## src/logic/gei_params.svh

```systemverilog
// register offsets, field positions and reset values of the interrupt and port block
// assumes byte addressing on an apb bus with one 32-bit word per register
`ifndef GEI_PARAMS_SVH
`define GEI_PARAMS_SVH

// ----------------------------------------------------------------------
// register byte offsets
// ----------------------------------------------------------------------
`define GEI_OFS_PORT_DATA    8'h00
`define GEI_OFS_EDGE_SELECT  8'h04
`define GEI_OFS_LINE_DIR     8'h08
`define GEI_OFS_ENABLE_A     8'h0C
`define GEI_OFS_ENABLE_B     8'h10
`define GEI_OFS_PENDING_A    8'h14
`define GEI_OFS_PENDING_B    8'h18
`define GEI_OFS_IN_SERVICE_A 8'h1C
`define GEI_OFS_IN_SERVICE_B 8'h20
`define GEI_OFS_MASK_A       8'h24
`define GEI_OFS_MASK_B       8'h28
`define GEI_OFS_VECTOR       8'h2C
`define GEI_OFS_CONTROL      8'h30

// ----------------------------------------------------------------------
// field positions
// ----------------------------------------------------------------------
`define GEI_VEC_SVC_BIT      3
`define GEI_VEC_BASE_LSB     4
`define GEI_CTRL_POLL_BIT    0

// ----------------------------------------------------------------------
// reset values
// ----------------------------------------------------------------------
`define GEI_RST_BYTE         8'h00
`define GEI_RST_CHANNELS     16'h0000

`endif

```

## src/logic/gei_pkg.sv

```systemverilog
// types shared by the interrupt and port block
// assumes nothing beyond a systemverilog compiler
package gei_pkg;

  // ----------------------------------------------------------------------
  // types
  // ----------------------------------------------------------------------
  typedef logic [15:0] gei_chan_t;
  typedef logic [7:0]  gei_byte_t;

  // acknowledge sequencing
  typedef enum logic [1:0] {
    GEI_ACK_IDLE,
    GEI_ACK_ANSWER,
    GEI_ACK_RELEASE
  } gei_ack_e;

endpackage

```

## src/logic/gei_edge_detect.sv

```systemverilog
// per-line synchroniser and selectable transition detector for the port
// assumes pin levels synchronous to sys_clk but still passes them through two flops
`timescale 1ns/1ps
`include "gei_params.svh"

module gei_edge_detect
  import gei_pkg::*;
#(
  parameter int W = 8
) (
  input  wire logic         sys_clk,
  input  wire logic         rst,
  input  wire logic         ce,
  input  wire logic [W-1:0] line_in,
  input  wire logic [W-1:0] edge_sel,
  output logic      [W-1:0] level,
  output logic      [W-1:0] event_hit
);

  if (W < 1) begin : g_chk
    $error("gei_edge_detect needs at least one line");
  end

  // ----------------------------------------------------------------------
  // per-line detector
  // ----------------------------------------------------------------------
  for (genvar i = 0; i < W; i++) begin : g_line
    logic meta;
    logic prev_x;
    logic x;

    // xor of edge bit and level: a chosen edge always becomes a fall of x
    assign x = level[i] ^ edge_sel[i];
    assign event_hit[i] = prev_x & ~x;

    // two flops, then one for the detector history
    always_ff @(posedge sys_clk or posedge rst) begin
      if (rst) begin
        meta     <= 1'b0;
        level[i] <= 1'b0;
        prev_x   <= 1'b0;
      end else if (ce) begin
        meta     <= line_in[i];
        level[i] <= meta;
        prev_x   <= x;
      end
    end

  end
endmodule // gei_edge_detect

```

## src/logic/gei_prio_encode.sv

```systemverilog
// highest-index-wins priority encoder over the interrupt channels
// assumes a one-hot or sparse request vector, purely combinational
`timescale 1ns/1ps
`include "gei_params.svh"

module gei_prio_encode
  import gei_pkg::*;
#(
  parameter int N = 16
) (
  input  wire logic [N-1:0]         req,
  output logic                      any,
  output logic      [$clog2(N)-1:0] idx
);

  if (N < 2) begin : g_chk
    $error("gei_prio_encode needs at least two channels");
  end

  // later hits overwrite earlier ones, so the top channel wins
  always_comb begin
    any = 1'b0;
    idx = '0;
    for (int i = 0; i < N; i++) begin
      if (req[i]) begin
        any = 1'b1;
        idx = i[$clog2(N)-1:0];
      end
    end
  end

endmodule // gei_prio_encode

```

## src/logic/gei_top.sv

```systemverilog
// interrupt nesting logic with end-of-interrupt modes and an eight-line interrupt port
// assumes an apb master on the register side and a host raising ack_cycle_n
//
// Notes on behaviour
// - service bit one selects software end mode
// - polled operation ignores end-of-interrupt modes
// - passing a vector clears its pending bit
// - automatic mode holds in-service bits at zero
// - automatic mode lets any later interrupt request
// - software mode sets in-service bit on vector
// - in-service blocks equal and lower channels
// - blocked channels still record pending interrupts
// - in-service writes clear zeros, keep ones
// - eight lines, each input or output
// - per-line selectable edge, per-line enable
// - outputs drive data bit, inputs float
// - reads give data bit or pin level
// - edge bit zero falls, one rises
// - detector xors edge bit with level
// - direction zero input, one push-pull output
// - each port line has its own vector
// - pending writes clear zeros, keep ones
// - masked channels pend but do not request
//
// The register offsets and register access over APB were decided locally.
`timescale 1ns/1ps
`include "gei_params.svh"

module gei_top
  import gei_pkg::*;
#(
  parameter int LINES = 8
) (
  input  wire logic             sys_clk,
  input  wire logic             rst,
  input  wire logic             ce,
  // apb slave
  input  wire logic             psel,
  input  wire logic             penable,
  input  wire logic             pwrite,
  input  wire logic [7:0]       paddr,
  input  wire logic [31:0]      pwdata,
  output logic      [31:0]      prdata,
  output logic                  pready,
  output logic                  pslverr,
  // port pins
  input  wire logic [LINES-1:0] port_in,
  output logic      [LINES-1:0] port_out,
  output logic      [LINES-1:0] port_oe,
  // internal sources, one-cycle pulses
  input  wire logic [7:0]       src_event,
  // host interrupt side
  input  wire logic             ack_cycle_n,
  output logic                  irq_n,
  output logic                  vector_valid,
  output logic      [7:0]       vector_num,
  output logic                  ack_pass
);

  if (LINES != 8) begin : g_chk
    $error("gei_top channel map serves exactly eight port lines");
  end

  // ----------------------------------------------------------------------
  // state
  // ----------------------------------------------------------------------
  gei_byte_t port_data;
  gei_byte_t edge_select;
  gei_byte_t line_direction;
  gei_byte_t vector_reg;
  logic      polled;
  gei_chan_t enable;
  gei_chan_t pending;
  gei_chan_t in_service;
  gei_chan_t mask;
  gei_ack_e  ack_st;

  gei_byte_t level;
  gei_byte_t port_hit;
  gei_chan_t chan_hit;
  gei_chan_t blocked;
  gei_chan_t req;
  logic      any_req;
  logic [3:0] win_idx;
  logic      soft_mode;
  logic      ack_take;
  logic      wr_en;
  logic      access;

  // ----------------------------------------------------------------------
  // port edge detection
  // ----------------------------------------------------------------------
  gei_edge_detect #(.W(LINES)) u_edge (
    .sys_clk   (sys_clk),
    .rst       (rst),
    .ce        (ce),
    .line_in   (port_in),
    .edge_sel  (edge_select),
    .level     (level),
    .event_hit (port_hit)
  );

  // channel map, top bit highest priority; each line owns one channel
  assign chan_hit = {port_hit[7], port_hit[6], src_event[7:2],
                     port_hit[5], port_hit[4], src_event[1:0], port_hit[3:0]};

  // ----------------------------------------------------------------------
  // request gating
  // ----------------------------------------------------------------------
  assign soft_mode = vector_reg[`GEI_VEC_SVC_BIT];

  // a set in-service bit holds back its own channel and every lower one
  for (genvar c = 0; c < 16; c++) begin : g_block
    assign blocked[c] = |in_service[15:c];
  end

  // enable gates pending and requests; mask gates requests only, so pending still records
  assign req = pending & enable & mask
             & ~(blocked & {16{~polled}});

  gei_prio_encode #(.N(16)) u_prio (
    .req (req),
    .any (any_req),
    .idx (win_idx)
  );

  // vector passed in the answer cycle of a vectored acknowledge
  assign ack_take = ce && (ack_st == GEI_ACK_ANSWER) && any_req;

  // ----------------------------------------------------------------------
  // apb decode
  // ----------------------------------------------------------------------
  assign access = psel & penable & pready;
  assign wr_en  = ce & access & pwrite;

  // zero-wait answer: pready rises in the first access cycle
  always_ff @(posedge sys_clk or posedge rst) begin
    if (rst) begin
      pready <= 1'b0;
    end else if (ce) begin
      pready <= psel & ~penable & ~pready;
    end
  end

  // read data and error captured at the setup edge
  always_ff @(posedge sys_clk or posedge rst) begin
    if (rst) begin
      prdata  <= 32'h0000_0000;
      pslverr <= 1'b0;
    end else if (ce) begin
      if (psel && !penable) begin
        pslverr <= 1'b0;
        prdata  <= 32'h0000_0000;
        unique case (paddr)
          `GEI_OFS_PORT_DATA:    prdata[7:0] <= (port_data & line_direction)
                                              | (level & ~line_direction);
          `GEI_OFS_EDGE_SELECT:  prdata[7:0] <= edge_select;
          `GEI_OFS_LINE_DIR:     prdata[7:0] <= line_direction;
          `GEI_OFS_ENABLE_A:     prdata[7:0] <= enable[15:8];
          `GEI_OFS_ENABLE_B:     prdata[7:0] <= enable[7:0];
          `GEI_OFS_PENDING_A:    prdata[7:0] <= pending[15:8];
          `GEI_OFS_PENDING_B:    prdata[7:0] <= pending[7:0];
          `GEI_OFS_IN_SERVICE_A: prdata[7:0] <= in_service[15:8];
          `GEI_OFS_IN_SERVICE_B: prdata[7:0] <= in_service[7:0];
          `GEI_OFS_MASK_A:       prdata[7:0] <= mask[15:8];
          `GEI_OFS_MASK_B:       prdata[7:0] <= mask[7:0];
          `GEI_OFS_VECTOR:       prdata[7:0] <= vector_reg;
          `GEI_OFS_CONTROL:      prdata[0]   <= polled;
          default:               pslverr     <= 1'b1;
        endcase
      end
    end
  end

  // ----------------------------------------------------------------------
  // plain control registers
  // ----------------------------------------------------------------------
  // port configuration; reset leaves every line an input
  always_ff @(posedge sys_clk or posedge rst) begin
    if (rst) begin
      port_data      <= `GEI_RST_BYTE;
      edge_select    <= `GEI_RST_BYTE;
      line_direction <= `GEI_RST_BYTE;
    end else if (wr_en) begin
      if (paddr == `GEI_OFS_PORT_DATA)   port_data      <= pwdata[7:0];
      if (paddr == `GEI_OFS_EDGE_SELECT) edge_select    <= pwdata[7:0];
      if (paddr == `GEI_OFS_LINE_DIR)    line_direction <= pwdata[7:0];
    end
  end

  // channel enable, mask, vector base and scheme select
  always_ff @(posedge sys_clk or posedge rst) begin
    if (rst) begin
      enable     <= `GEI_RST_CHANNELS;
      mask       <= `GEI_RST_CHANNELS;
      vector_reg <= `GEI_RST_BYTE;
      polled     <= 1'b0;
    end else if (wr_en) begin
      if (paddr == `GEI_OFS_ENABLE_A) enable[15:8] <= pwdata[7:0];
      if (paddr == `GEI_OFS_ENABLE_B) enable[7:0]  <= pwdata[7:0];
      if (paddr == `GEI_OFS_MASK_A)   mask[15:8]   <= pwdata[7:0];
      if (paddr == `GEI_OFS_MASK_B)   mask[7:0]    <= pwdata[7:0];
      if (paddr == `GEI_OFS_VECTOR)   vector_reg   <= pwdata[7:0];
      if (paddr == `GEI_OFS_CONTROL)  polled       <= pwdata[`GEI_CTRL_POLL_BIT];
    end
  end

  // ----------------------------------------------------------------------
  // port pins
  // ----------------------------------------------------------------------
  // output lines follow the data bit; input lines are released
  always_ff @(posedge sys_clk or posedge rst) begin
    if (rst) begin
      port_out <= `GEI_RST_BYTE;
      port_oe  <= `GEI_RST_BYTE;
    end else if (ce) begin
      port_out <= port_data;
      port_oe  <= line_direction;
    end
  end

  // ----------------------------------------------------------------------
  // pending bits
  // ----------------------------------------------------------------------
  // order matters: clears first, a fresh event last so it is never lost
  always_ff @(posedge sys_clk or posedge rst) begin
    if (rst) begin
      pending <= `GEI_RST_CHANNELS;
    end else if (ce) begin
      gei_chan_t next_pending;
      next_pending = pending;
      if (wr_en && paddr == `GEI_OFS_PENDING_A)
        next_pending[15:8] = next_pending[15:8] & pwdata[7:0];
      if (wr_en && paddr == `GEI_OFS_PENDING_B)
        next_pending[7:0] = next_pending[7:0] & pwdata[7:0];
      if (wr_en && paddr == `GEI_OFS_ENABLE_A)
        next_pending[15:8] = next_pending[15:8] & pwdata[7:0];
      if (wr_en && paddr == `GEI_OFS_ENABLE_B)
        next_pending[7:0] = next_pending[7:0] & pwdata[7:0];
      if (ack_take)
        next_pending[win_idx] = 1'b0;
      next_pending = next_pending | (chan_hit & enable);
      pending <= next_pending;
    end
  end

  // ----------------------------------------------------------------------
  // in-service bits
  // ----------------------------------------------------------------------
  // only hardware sets them, and only in software end mode
  always_ff @(posedge sys_clk or posedge rst) begin
    if (rst) begin
      in_service <= `GEI_RST_CHANNELS;
    end else if (ce) begin
      gei_chan_t next_in_service;
      next_in_service = in_service;
      if (wr_en && paddr == `GEI_OFS_IN_SERVICE_A)
        next_in_service[15:8] = next_in_service[15:8] & pwdata[7:0];
      if (wr_en && paddr == `GEI_OFS_IN_SERVICE_B)
        next_in_service[7:0] = next_in_service[7:0] & pwdata[7:0];
      if (ack_take && soft_mode)
        next_in_service[win_idx] = 1'b1;
      if (!soft_mode)
        next_in_service = `GEI_RST_CHANNELS;
      in_service <= next_in_service;
    end
  end

  // ----------------------------------------------------------------------
  // acknowledge sequencing
  // ----------------------------------------------------------------------
  // one answer per acknowledge, then wait for the host to release it
  always_ff @(posedge sys_clk or posedge rst) begin
    if (rst) begin
      ack_st <= GEI_ACK_IDLE;
    end else if (ce) begin
      unique case (ack_st)
        GEI_ACK_IDLE:    if (!ack_cycle_n && !polled) ack_st <= GEI_ACK_ANSWER;
        GEI_ACK_ANSWER:  ack_st <= GEI_ACK_RELEASE;
        GEI_ACK_RELEASE: if (ack_cycle_n) ack_st <= GEI_ACK_IDLE;
      endcase
    end
  end

  // vector or pass-on indication held until the acknowledge ends
  always_ff @(posedge sys_clk or posedge rst) begin
    if (rst) begin
      vector_valid <= 1'b0;
      ack_pass     <= 1'b0;
      vector_num   <= `GEI_RST_BYTE;
    end else if (ce) begin
      if (ack_st == GEI_ACK_ANSWER) begin
        vector_valid <= any_req;
        ack_pass     <= ~any_req;
        vector_num   <= {vector_reg[7:`GEI_VEC_BASE_LSB], win_idx};
      end else if (ack_cycle_n) begin
        vector_valid <= 1'b0;
        ack_pass     <= 1'b0;
      end
    end
  end

  // request line lags the gating by one cycle
  always_ff @(posedge sys_clk or posedge rst) begin
    if (rst) begin
      irq_n <= 1'b1;
    end else if (ce) begin
      irq_n <= ~any_req;
    end
  end
endmodule // gei_top

```

## config.mk

```make
export PLATFORM = sky130hd
export DESIGN_NAME = gei_top
export DESIGN_NICKNAME = d
export VERILOG_FILES = /design/src/logic/gei_pkg.sv /design/src/logic/gei_edge_detect.sv /design/src/logic/gei_prio_encode.sv /design/src/logic/gei_top.sv
export VERILOG_INCLUDE_DIRS = /design/src /design/src/logic
export SDC_FILE = /design/constraint.sdc
export NUM_CORES = 1
export LEC_CHECK = 0
export BUFFER_PORTS_ARGS = -buffer_cell sky130_fd_sc_hd__buf_2
export CAP_MARGIN = 20
export CORE_UTILIZATION = 62
export CTS_CLUSTER_SIZE = 12
export DETAILED_ROUTE_END_ITERATION = 10
export PLACE_DENSITY_LB_ADDON = 0.15
export SLEW_MARGIN = 20
export SYNTH_ARGS = -nofsm -noshare
export SYNTH_HDL_FRONTEND = slang
export SYNTH_SLANG_ARGS = --single-unit
```

## constraint.sdc

```tcl
create_clock -name sys_clk -period 13.85 [get_ports sys_clk]
set_input_delay 2.77 -clock sys_clk [delete_from_list [all_inputs] [get_ports sys_clk]]
set_output_delay 2.77 -clock sys_clk [all_outputs]
set_load 0.005 [all_outputs]
```

==> run summary, run 1 <==
The initial standard-cell utilization of the core is 0.638, and the die span in y is 116 um. The number of enable flip-flop cells after synthesis was 0. Across all register-to-register paths, the minimum setup slack is 10.63 ns. The sum of buffers and inverters on the critical path works out to 2. Ranked by total cell area, the synthesized netlist is headed by dfrtp_1 (49%), mux2_2 (14%), o21ai_0 (4.5%). Wire length of the first global-routing pass: 36,500 um. The worst register-to-register path begins at polled. Entering global routing, the biggest net connects 100 pins. The most frequently used flop master after synthesis was dfrtp_1.

Counting buffers and inverters, the worst setup path is 7 cells deep. The post-synthesis sequential element count is 160. Detail-routed via count per cell: 6.74. The layout has 954 filler cells. The fraction of final layout cells sized beyond drive strength 1 was 0.263; the die footprint was 13,500 sq um. For this run, the number of Yosys warnings is 0.

Final setup violation count: 0. The tools report the leakage dissipation as 4.28 nW. The placer congestion estimate came out at 0.965. STA classifies the critical path startpoint as an input port.

The run finished with clean final reports. The number of buffers added on ports was 75. Setup repair after global routing left no endpoint under its margin. At the worst endpoint, the arrival time is 5.72 ns. The type of the worst setup path is in -> reg. Of all nets on the critical path, the largest fanout is 72. The detailed-router iteration count before antenna repair is 6, and the number of cell instances on the worst register-to-register path is 6. The synthesized area divided by synthesized cell count is 10.5 sq um, and the post-cts sizing count is 0. Type of the worst min-delay path: reg -> reg.

The initial antenna violation count was 0. The worst max-slew margin expressed relative to the limit was 0.220. The worst path setup slack after routing is 8.41 ns, and the remaining number of nets flagged by the antenna check after routing is 0. The final-report max-slew violation count is 0, and the portion of the clock cycle consumed by the worst path in the final layout is 0.393. Across the routed clock network, the largest skew measured is 0.00944 ns. The endpoint class of the critical path was a register.

The horizontal die dimension works out to 116 um. The biggest area contributor in the post-synthesis netlist is dfrtp_1. The global routing usage summed across all routing layers was 0.372; the total power per unit cell area was 122 nW/um^2.

The final-layout setup total negative slack was 0 ns. The worst register-to-register path ends at in_service[4]. For this run the aggregate overflow at the end of global routing stands at 0.

The number of ports placed on the die boundary came out at 124. The family of cells with the greatest summed delay on the critical path was simple AND/OR/NAND/NOR gates. Count of buffers added by post-CTS timing repair for setup: 0. Max-cap violations in this run came to 0.

Traced cell by cell, the critical path runs through buf_4 > buf_4 > nand2_1 > or4_4 > or3_4 > nor3_1 > o221ai_1. The clock latency on the worst-skew pair was 0.43 ns. The run gives 14.14 ns as the required time at the endpoint of the critical path. The proportion of netlist area held by the largest area contributor is 0.493, and the number of clock buffers inserted by TritonCTS is 17.

The slew at the pin with the worst max-slew slack works out to 1.17 ns. For this block, the via count after detailed routing is 6,854. TritonCTS built the clock tree.

The most critical setup path has its endpoint at pending[0]. The clock period could shrink to 5.44 ns. The netlist uses 64 different library cells. Root buffer cell: clkbuf_16. The run gives 41 as the number of rows created at floorplan. After detailed routing, the average wire length per cell comes to 23.3 um. After detailed routing, the total wire length is 23,700 um. Detailed placement ended at an HPWL of 16,300 um. The critical path starts at ce. The logs give 1,011 for the first-iteration detailed-routing DRC count and 0.184 GHz for the peak clock frequency supported by timing.

The share of synthesized area occupied by flip-flops and latches came out at 0.496. In this design, the stage delay of the slowest critical-path cell is 0.67 ns. The area added between synthesis and finish was 13.3%. For this design, the sink count on the clock tree is 160.

Prior to clock tree synthesis, the placed netlist has a worst setup slack of 8.00 ns. The cell count after synthesis came out at 770. The number of failing hold endpoints at the final stage is 0, and the share of async-settable or async-resettable flops after synthesis is 1.00.

The clock-pin slew on the worst setup and hold paths works out to 0.06 ns. For the maximum clock insertion buffer count, the log shows 2. The tools report the number of H-tree levels as 4. The mapped netlist covers 8080 sq um. Core footprint: 12,700 sq um. The most frequent cell on the critical path is buf_4.

The run gives 0 as the hold-fix buffer count after cts. The repair_antennas step left the layout with diodes totalling 0. Among all stages on the critical path, the largest delay is contributed by buf_4. After the last flow step, the layout net total stands at 899. Via count of the first global-routing pass: 6,380. For this run, design rule violations remaining after detail routing come to 0. The worst-case IR drop observed on VDD is 0.106 mV.
-- stage by stage --
stage,power [mW],cell area [sq um],util,instances,hold slack [ns]
2_1_floorplan,0.564,8160,-,793,0.454
3_3_place_gp,0.585,8470,0.669,986,0.454
3_5_place_dp,0.590,8470,0.669,986,0.458
4_1_cts,1.12,9150,0.722,1017,0.470
5_1_grt,1.15,9150,0.722,1017,0.487
6_report,1.12,9150,0.722,1017,0.466
-- layout make-up --
class | instances | area, sq um | area share
Inverter | 13 | 53.8 | 0.00588
Tap cell | 172 | 215 | 0.0235
Clock inverter | 12 | 231 | 0.0253
Timing Repair Buffer | 77 | 393 | 0.0429
Sequential cell | 160 | 4010 | 0.438
Clock buffer | 19 | 443 | 0.0484
Multi-Input combinational cell | 564 | 3810 | 0.416
-- cells in the final DEF, fill, tap and decap left out, drive strengths merged, types with 4 or more instances in the layout --
master  Yosys  layout
nor4b       4       4
a22oi      30      30
conb        1      24
a22o        8       8
a222oi      6       6
nand4      11      11
o21ai      76      76
clkbuf     24      19
xnor2       8       8
inv        13      15
a31oi       4       4
o22ai       4       4
a41oi       4       4
o21a        5       5
a32o        8       8
nand2b      8       8
nand2      86      86
a32oi       6       6
mux2      101     101
buf        32      77
nand3      22      22
a21o        4       4
and3        8       8
nor2       47      47
nor4        8       8
dfrtp     159     159
bufinv      0       6
a21oi      22      22
nor3       20      20
-- worst min-delay path by stage --
stage,cells after the start,startpoint,to
after detailed placement,2,irq_n,irq_n
after CTS,2,irq_n,irq_n
after global placement,2,irq_n,irq_n
after global routing,2,irq_n,irq_n
final,2,irq_n,irq_n
after floorplan,2,irq_n,irq_n
-- worst reg2reg max path: cells and delay by family (launching register included) --
family           cells  cell delay (ns)
AND/OR/NAND/NOR      4             1.22
AO/OA/AOI/OAI        2             1.08
flip-flops           1             0.82
-- cells by family after synthesis --
family,share of synthesized area
DFF,0.496
and+or+nand+nor,0.140
other,0.000464
buffers and inverters,0.0435
adders and majority gates,0.00465
AOI/OAI and AO/OA,0.162
xor gates and xnor gates,0.00867
muxes,0.145
-- cells in the mapped netlist (3+ instances only) --
master      n
nand2_1    86
a22oi_1    30
clkbuf_1   24
and3_1      8
ha_1        3
o21ai_0    72
nand2b_1    8
a32oi_1     6
nor3_1     19
o21a_1      5
nor4_1      7
o221ai_1    3
nor2_1     45
inv_1      13
o22ai_1     4
a41oi_1     4
a22o_1      8
nand3_1    22
o21ai_1     4
a21o_1      4
dfrtp_1   159
a21oi_1    22
buf_1       6
a32o_1      8
mux2i_1     3
a222oi_1    6
nand4_1    11
mux2_2    101
nand3b_1    3
buf_4      24
nor4b_1     3
xnor2_1     8
a31oi_1     3
-- where the power goes --
group          total (mW)  switching (mW)  internal (mW)
combinational      0.0843          0.0531         0.0312
sequential          0.499          0.0132          0.486
clock               0.537           0.193          0.344
total                1.12           0.260          0.861
-- routing by layer --
metal / global-route usage / wire length (um) / vias up / part of all wire
met5: 0 / 0 / - / 0
met4: 0.188 / 1010 / 0 / 0.043
met3: 0.0929 / 2250 / 81 / 0.095
met2: 0.548 / 10700 / 442 / 0.45
met1: 0.515 / 9720 / 3397 / 0.41
li1: - / - / 2934 / -
No activity file was read; power rests on OpenSTA's default activity.
==> run 2: changes to the inputs <==
CORE_UTILIZATION = 57   (was 62)
clock period = 5.3 ns   (was 13.85 ns; I/O delays follow)
==> run 2 against run 1 <==
Clock skew fell by 0.00088 ns. Critical endpoint is now pending[10]. Sequential share of layout area about the same. Hold slack got worse by 0.0020 ns. Combinational power rose to 2.6 times the previous value. Register-to-register slack got worse by 8.8 ns. Routed wire length fell by 1.6%.
==> run summary, run 2 (synthesis gave the netlist of run 1 again) <==
At the worst endpoint, the arrival time is 3.77 ns. The first global-routing pass estimated 35,800 um of wire. For the via count of the first global-routing pass, the log shows 6,234. Entering global routing, the biggest net connects 161 pins. The startpoint identified for the worst hold timing path is irq_n. For this block, the via count after detailed routing is 6,635. The tools report the initial standard-cell utilization of the core as 0.584. In this run, post-CTS repair resized a total of 0 instances. The worst setup path is launched from a register. Leaving out fill and tap cells, the most frequent cells in the layout are dfrtp_1 (159), mux2_2 (101), nand2_1 (86). The peak clock frequency supported by timing came out at 0.288 GHz. The worst register-to-register path begins at polled.

For this design, the sink count on the clock tree is 160. In this run the horizontal extent of the chip is 121 um. For this design the ratio of total power to cell area is 311 nW/um^2.

For the clock group share of total power, the log shows 0.464. For the initial antenna violation count, the log shows 0. The logs give 13,800 sq um for the core footprint and 0.459 for the part of the power in registers.

The worst path setup slack after routing was 1.82 ns. After detailed routing, the number of vias per cell comes to 6.46. The number of failing hold endpoints at the final stage is 0. The run gives 0.077 as the combinational share of power. Routability-driven placement finished with a final weighted congestion of 0.948. The flow ran to the end, and the final reports show no timing, DRC or antenna violations. In the final timing run, aggregate negative setup slack is 0 ns. The tools report the global routing usage summed across all routing layers as 0.334. After clock tree synthesis, the setup repair step added 0 buffers. The type of the worst setup path is reg -> reg. The layout has 1,114 filler cells. The die covers 14,700 sq um. At the worst endpoint, the required time is 5.59 ns.

At the placement stage, the worst setup path has a slack of 1.83 ns. The path class of the tightest hold or removal check is reg -> reg. For the detailed-router iteration count before antenna repair, the log shows 6. Buffers inserted to repair hold after CTS numbered 0.

The core utilization of the finished layout is 0.661, and the switching part of the total power is 0.242. The most frequent standard cell in the layout excluding fill and tap cells was dfrtp_1. Setup slack on the worst reg-to-reg path comes out at 1.82 ns. The final wirelength was 23,300 um. The switching power came out at 687 uW. 124 I/O pins were placed. TritonCTS built the clock tree. Slew at the pin with the worst max-slew slack: 1.02 ns. The initialized floorplan defines 43 standard-cell rows.

The run gives 0 as the total overflow reported by the global router. The H-tree generated during clock tree synthesis spans 4 levels. The total half-perimeter wirelength after legalization and detailed placement came out at 16,600 um. After detailed routing, the average wire length per cell comes to 22.7 um. Of all nets on the critical path, the largest fanout is 24.

The clock passes through at most 2 buffers. The worst max-slew margin expressed relative to the limit is 0.316, and the area added between synthesis and finish is 13.2%. The remaining number of nets flagged by the antenna check after routing is 0, and the net count of the finished layout is 902. Summed over all cells, the static leakage comes to 4.27 nW. The critical path starts at polled.

The cell sitting at the root of the clock tree is a clkbuf_16. Setup repair after global routing left no endpoint under its margin. Across the run, the number of max-cap violations was 0. The final critical delay including setup and external delays works out to 3.48 ns. The tools report the clock latency on the worst-skew pair as 0.43 ns. The portion of the clock cycle consumed by the worst path in the final layout was 0.656; the peak supply drop was 0.295 mV.

Cell internal power was estimated by the tool at 2.15 mW. Buffers inserted during clock tree synthesis total 17. The tools report the number of antenna repair diodes as 0. For this run, design rule violations remaining after detail routing come to 0. The fraction of final layout cells sized beyond drive strength 1 is 0.264. The final clock skew was 0.00856 ns. The die is 121 um tall. The logs give 964 for the first-iteration detailed-routing DRC count and 0 for the final-report max-slew violation count. Buffers placed on the I/O ports in this run total 75. The endpoint class of the critical path was a register.

Summing internal, switching and leakage power gives 2.84 mW. Setup violations remaining at the end of the flow were counted as 0. Clock-pin slew was measured on the worst setup and hold paths at 0.06 ns.
==> run 2: power groups by stage <==
stage | clock network [mW] | registers, mW | logic (mW)
floorplan | 0 | 1.32 | 0.156
global placement | 0 | 1.32 | 0.212
detailed placement | 0 | 1.33 | 0.220
CTS | 1.33 | 1.30 | 0.221
global route | 1.38 | 1.31 | 0.244
finish | 1.32 | 1.30 | 0.218
==> run 2: layout make-up <==
cell class | count | area [sq um] | area share
inverter | 13 | 52.6 | 0.00575
sequential | 160 | 4010 | 0.438
multi-input combinational | 564 | 3810 | 0.416
tap | 180 | 225 | 0.0246
timing repair buffer | 80 | 428 | 0.0468
clock inverter | 11 | 181 | 0.0198
clock buffer | 19 | 443 | 0.0484
==> run 2: metal layers <==
layer / up-vias / GRT usage / part of all wire
li1: 2938 / - / -
met1: 3277 / 0.469 / 0.42
met2: 372 / 0.503 / 0.45
met3: 48 / 0.0559 / 0.088
met4: 0 / 0.163 / 0.038
met5: - / 0 / 0
==> run 2: worst max-delay path: stages (launching register included) <==
cell	delay, ns
dfrtp_1	0.85
nand2b_1	0.21
nand4_1	0.36
nand2_1	0.35
a211o_1	0.76
nor4b_1	0.63
o21ai_0	0.15
==> run 2: worst paths after layout <==
path | endpoint | depth (start not counted)
max in group asynchronous | vector_num[3] | 3
worst max-delay path | pending[10] | 6
worst min register to register | irq_n | 2
worst min-delay path | irq_n | 2
worst max register to register | pending[10] | 6
min in group asynchronous | u_edge.g_line[6].meta | 3
==> run 2: metrics by stage <==
stage / hold WS, ns / cells / instance area (sq um)
finish: 0.464 / 1027 / 9140
global route: 0.500 / 1027 / 9140
CTS: 0.468 / 1027 / 9140
detailed placement: 0.458 / 997 / 8520
global placement: 0.452 / 997 / 8520
floorplan: 0.454 / 793 / 8170
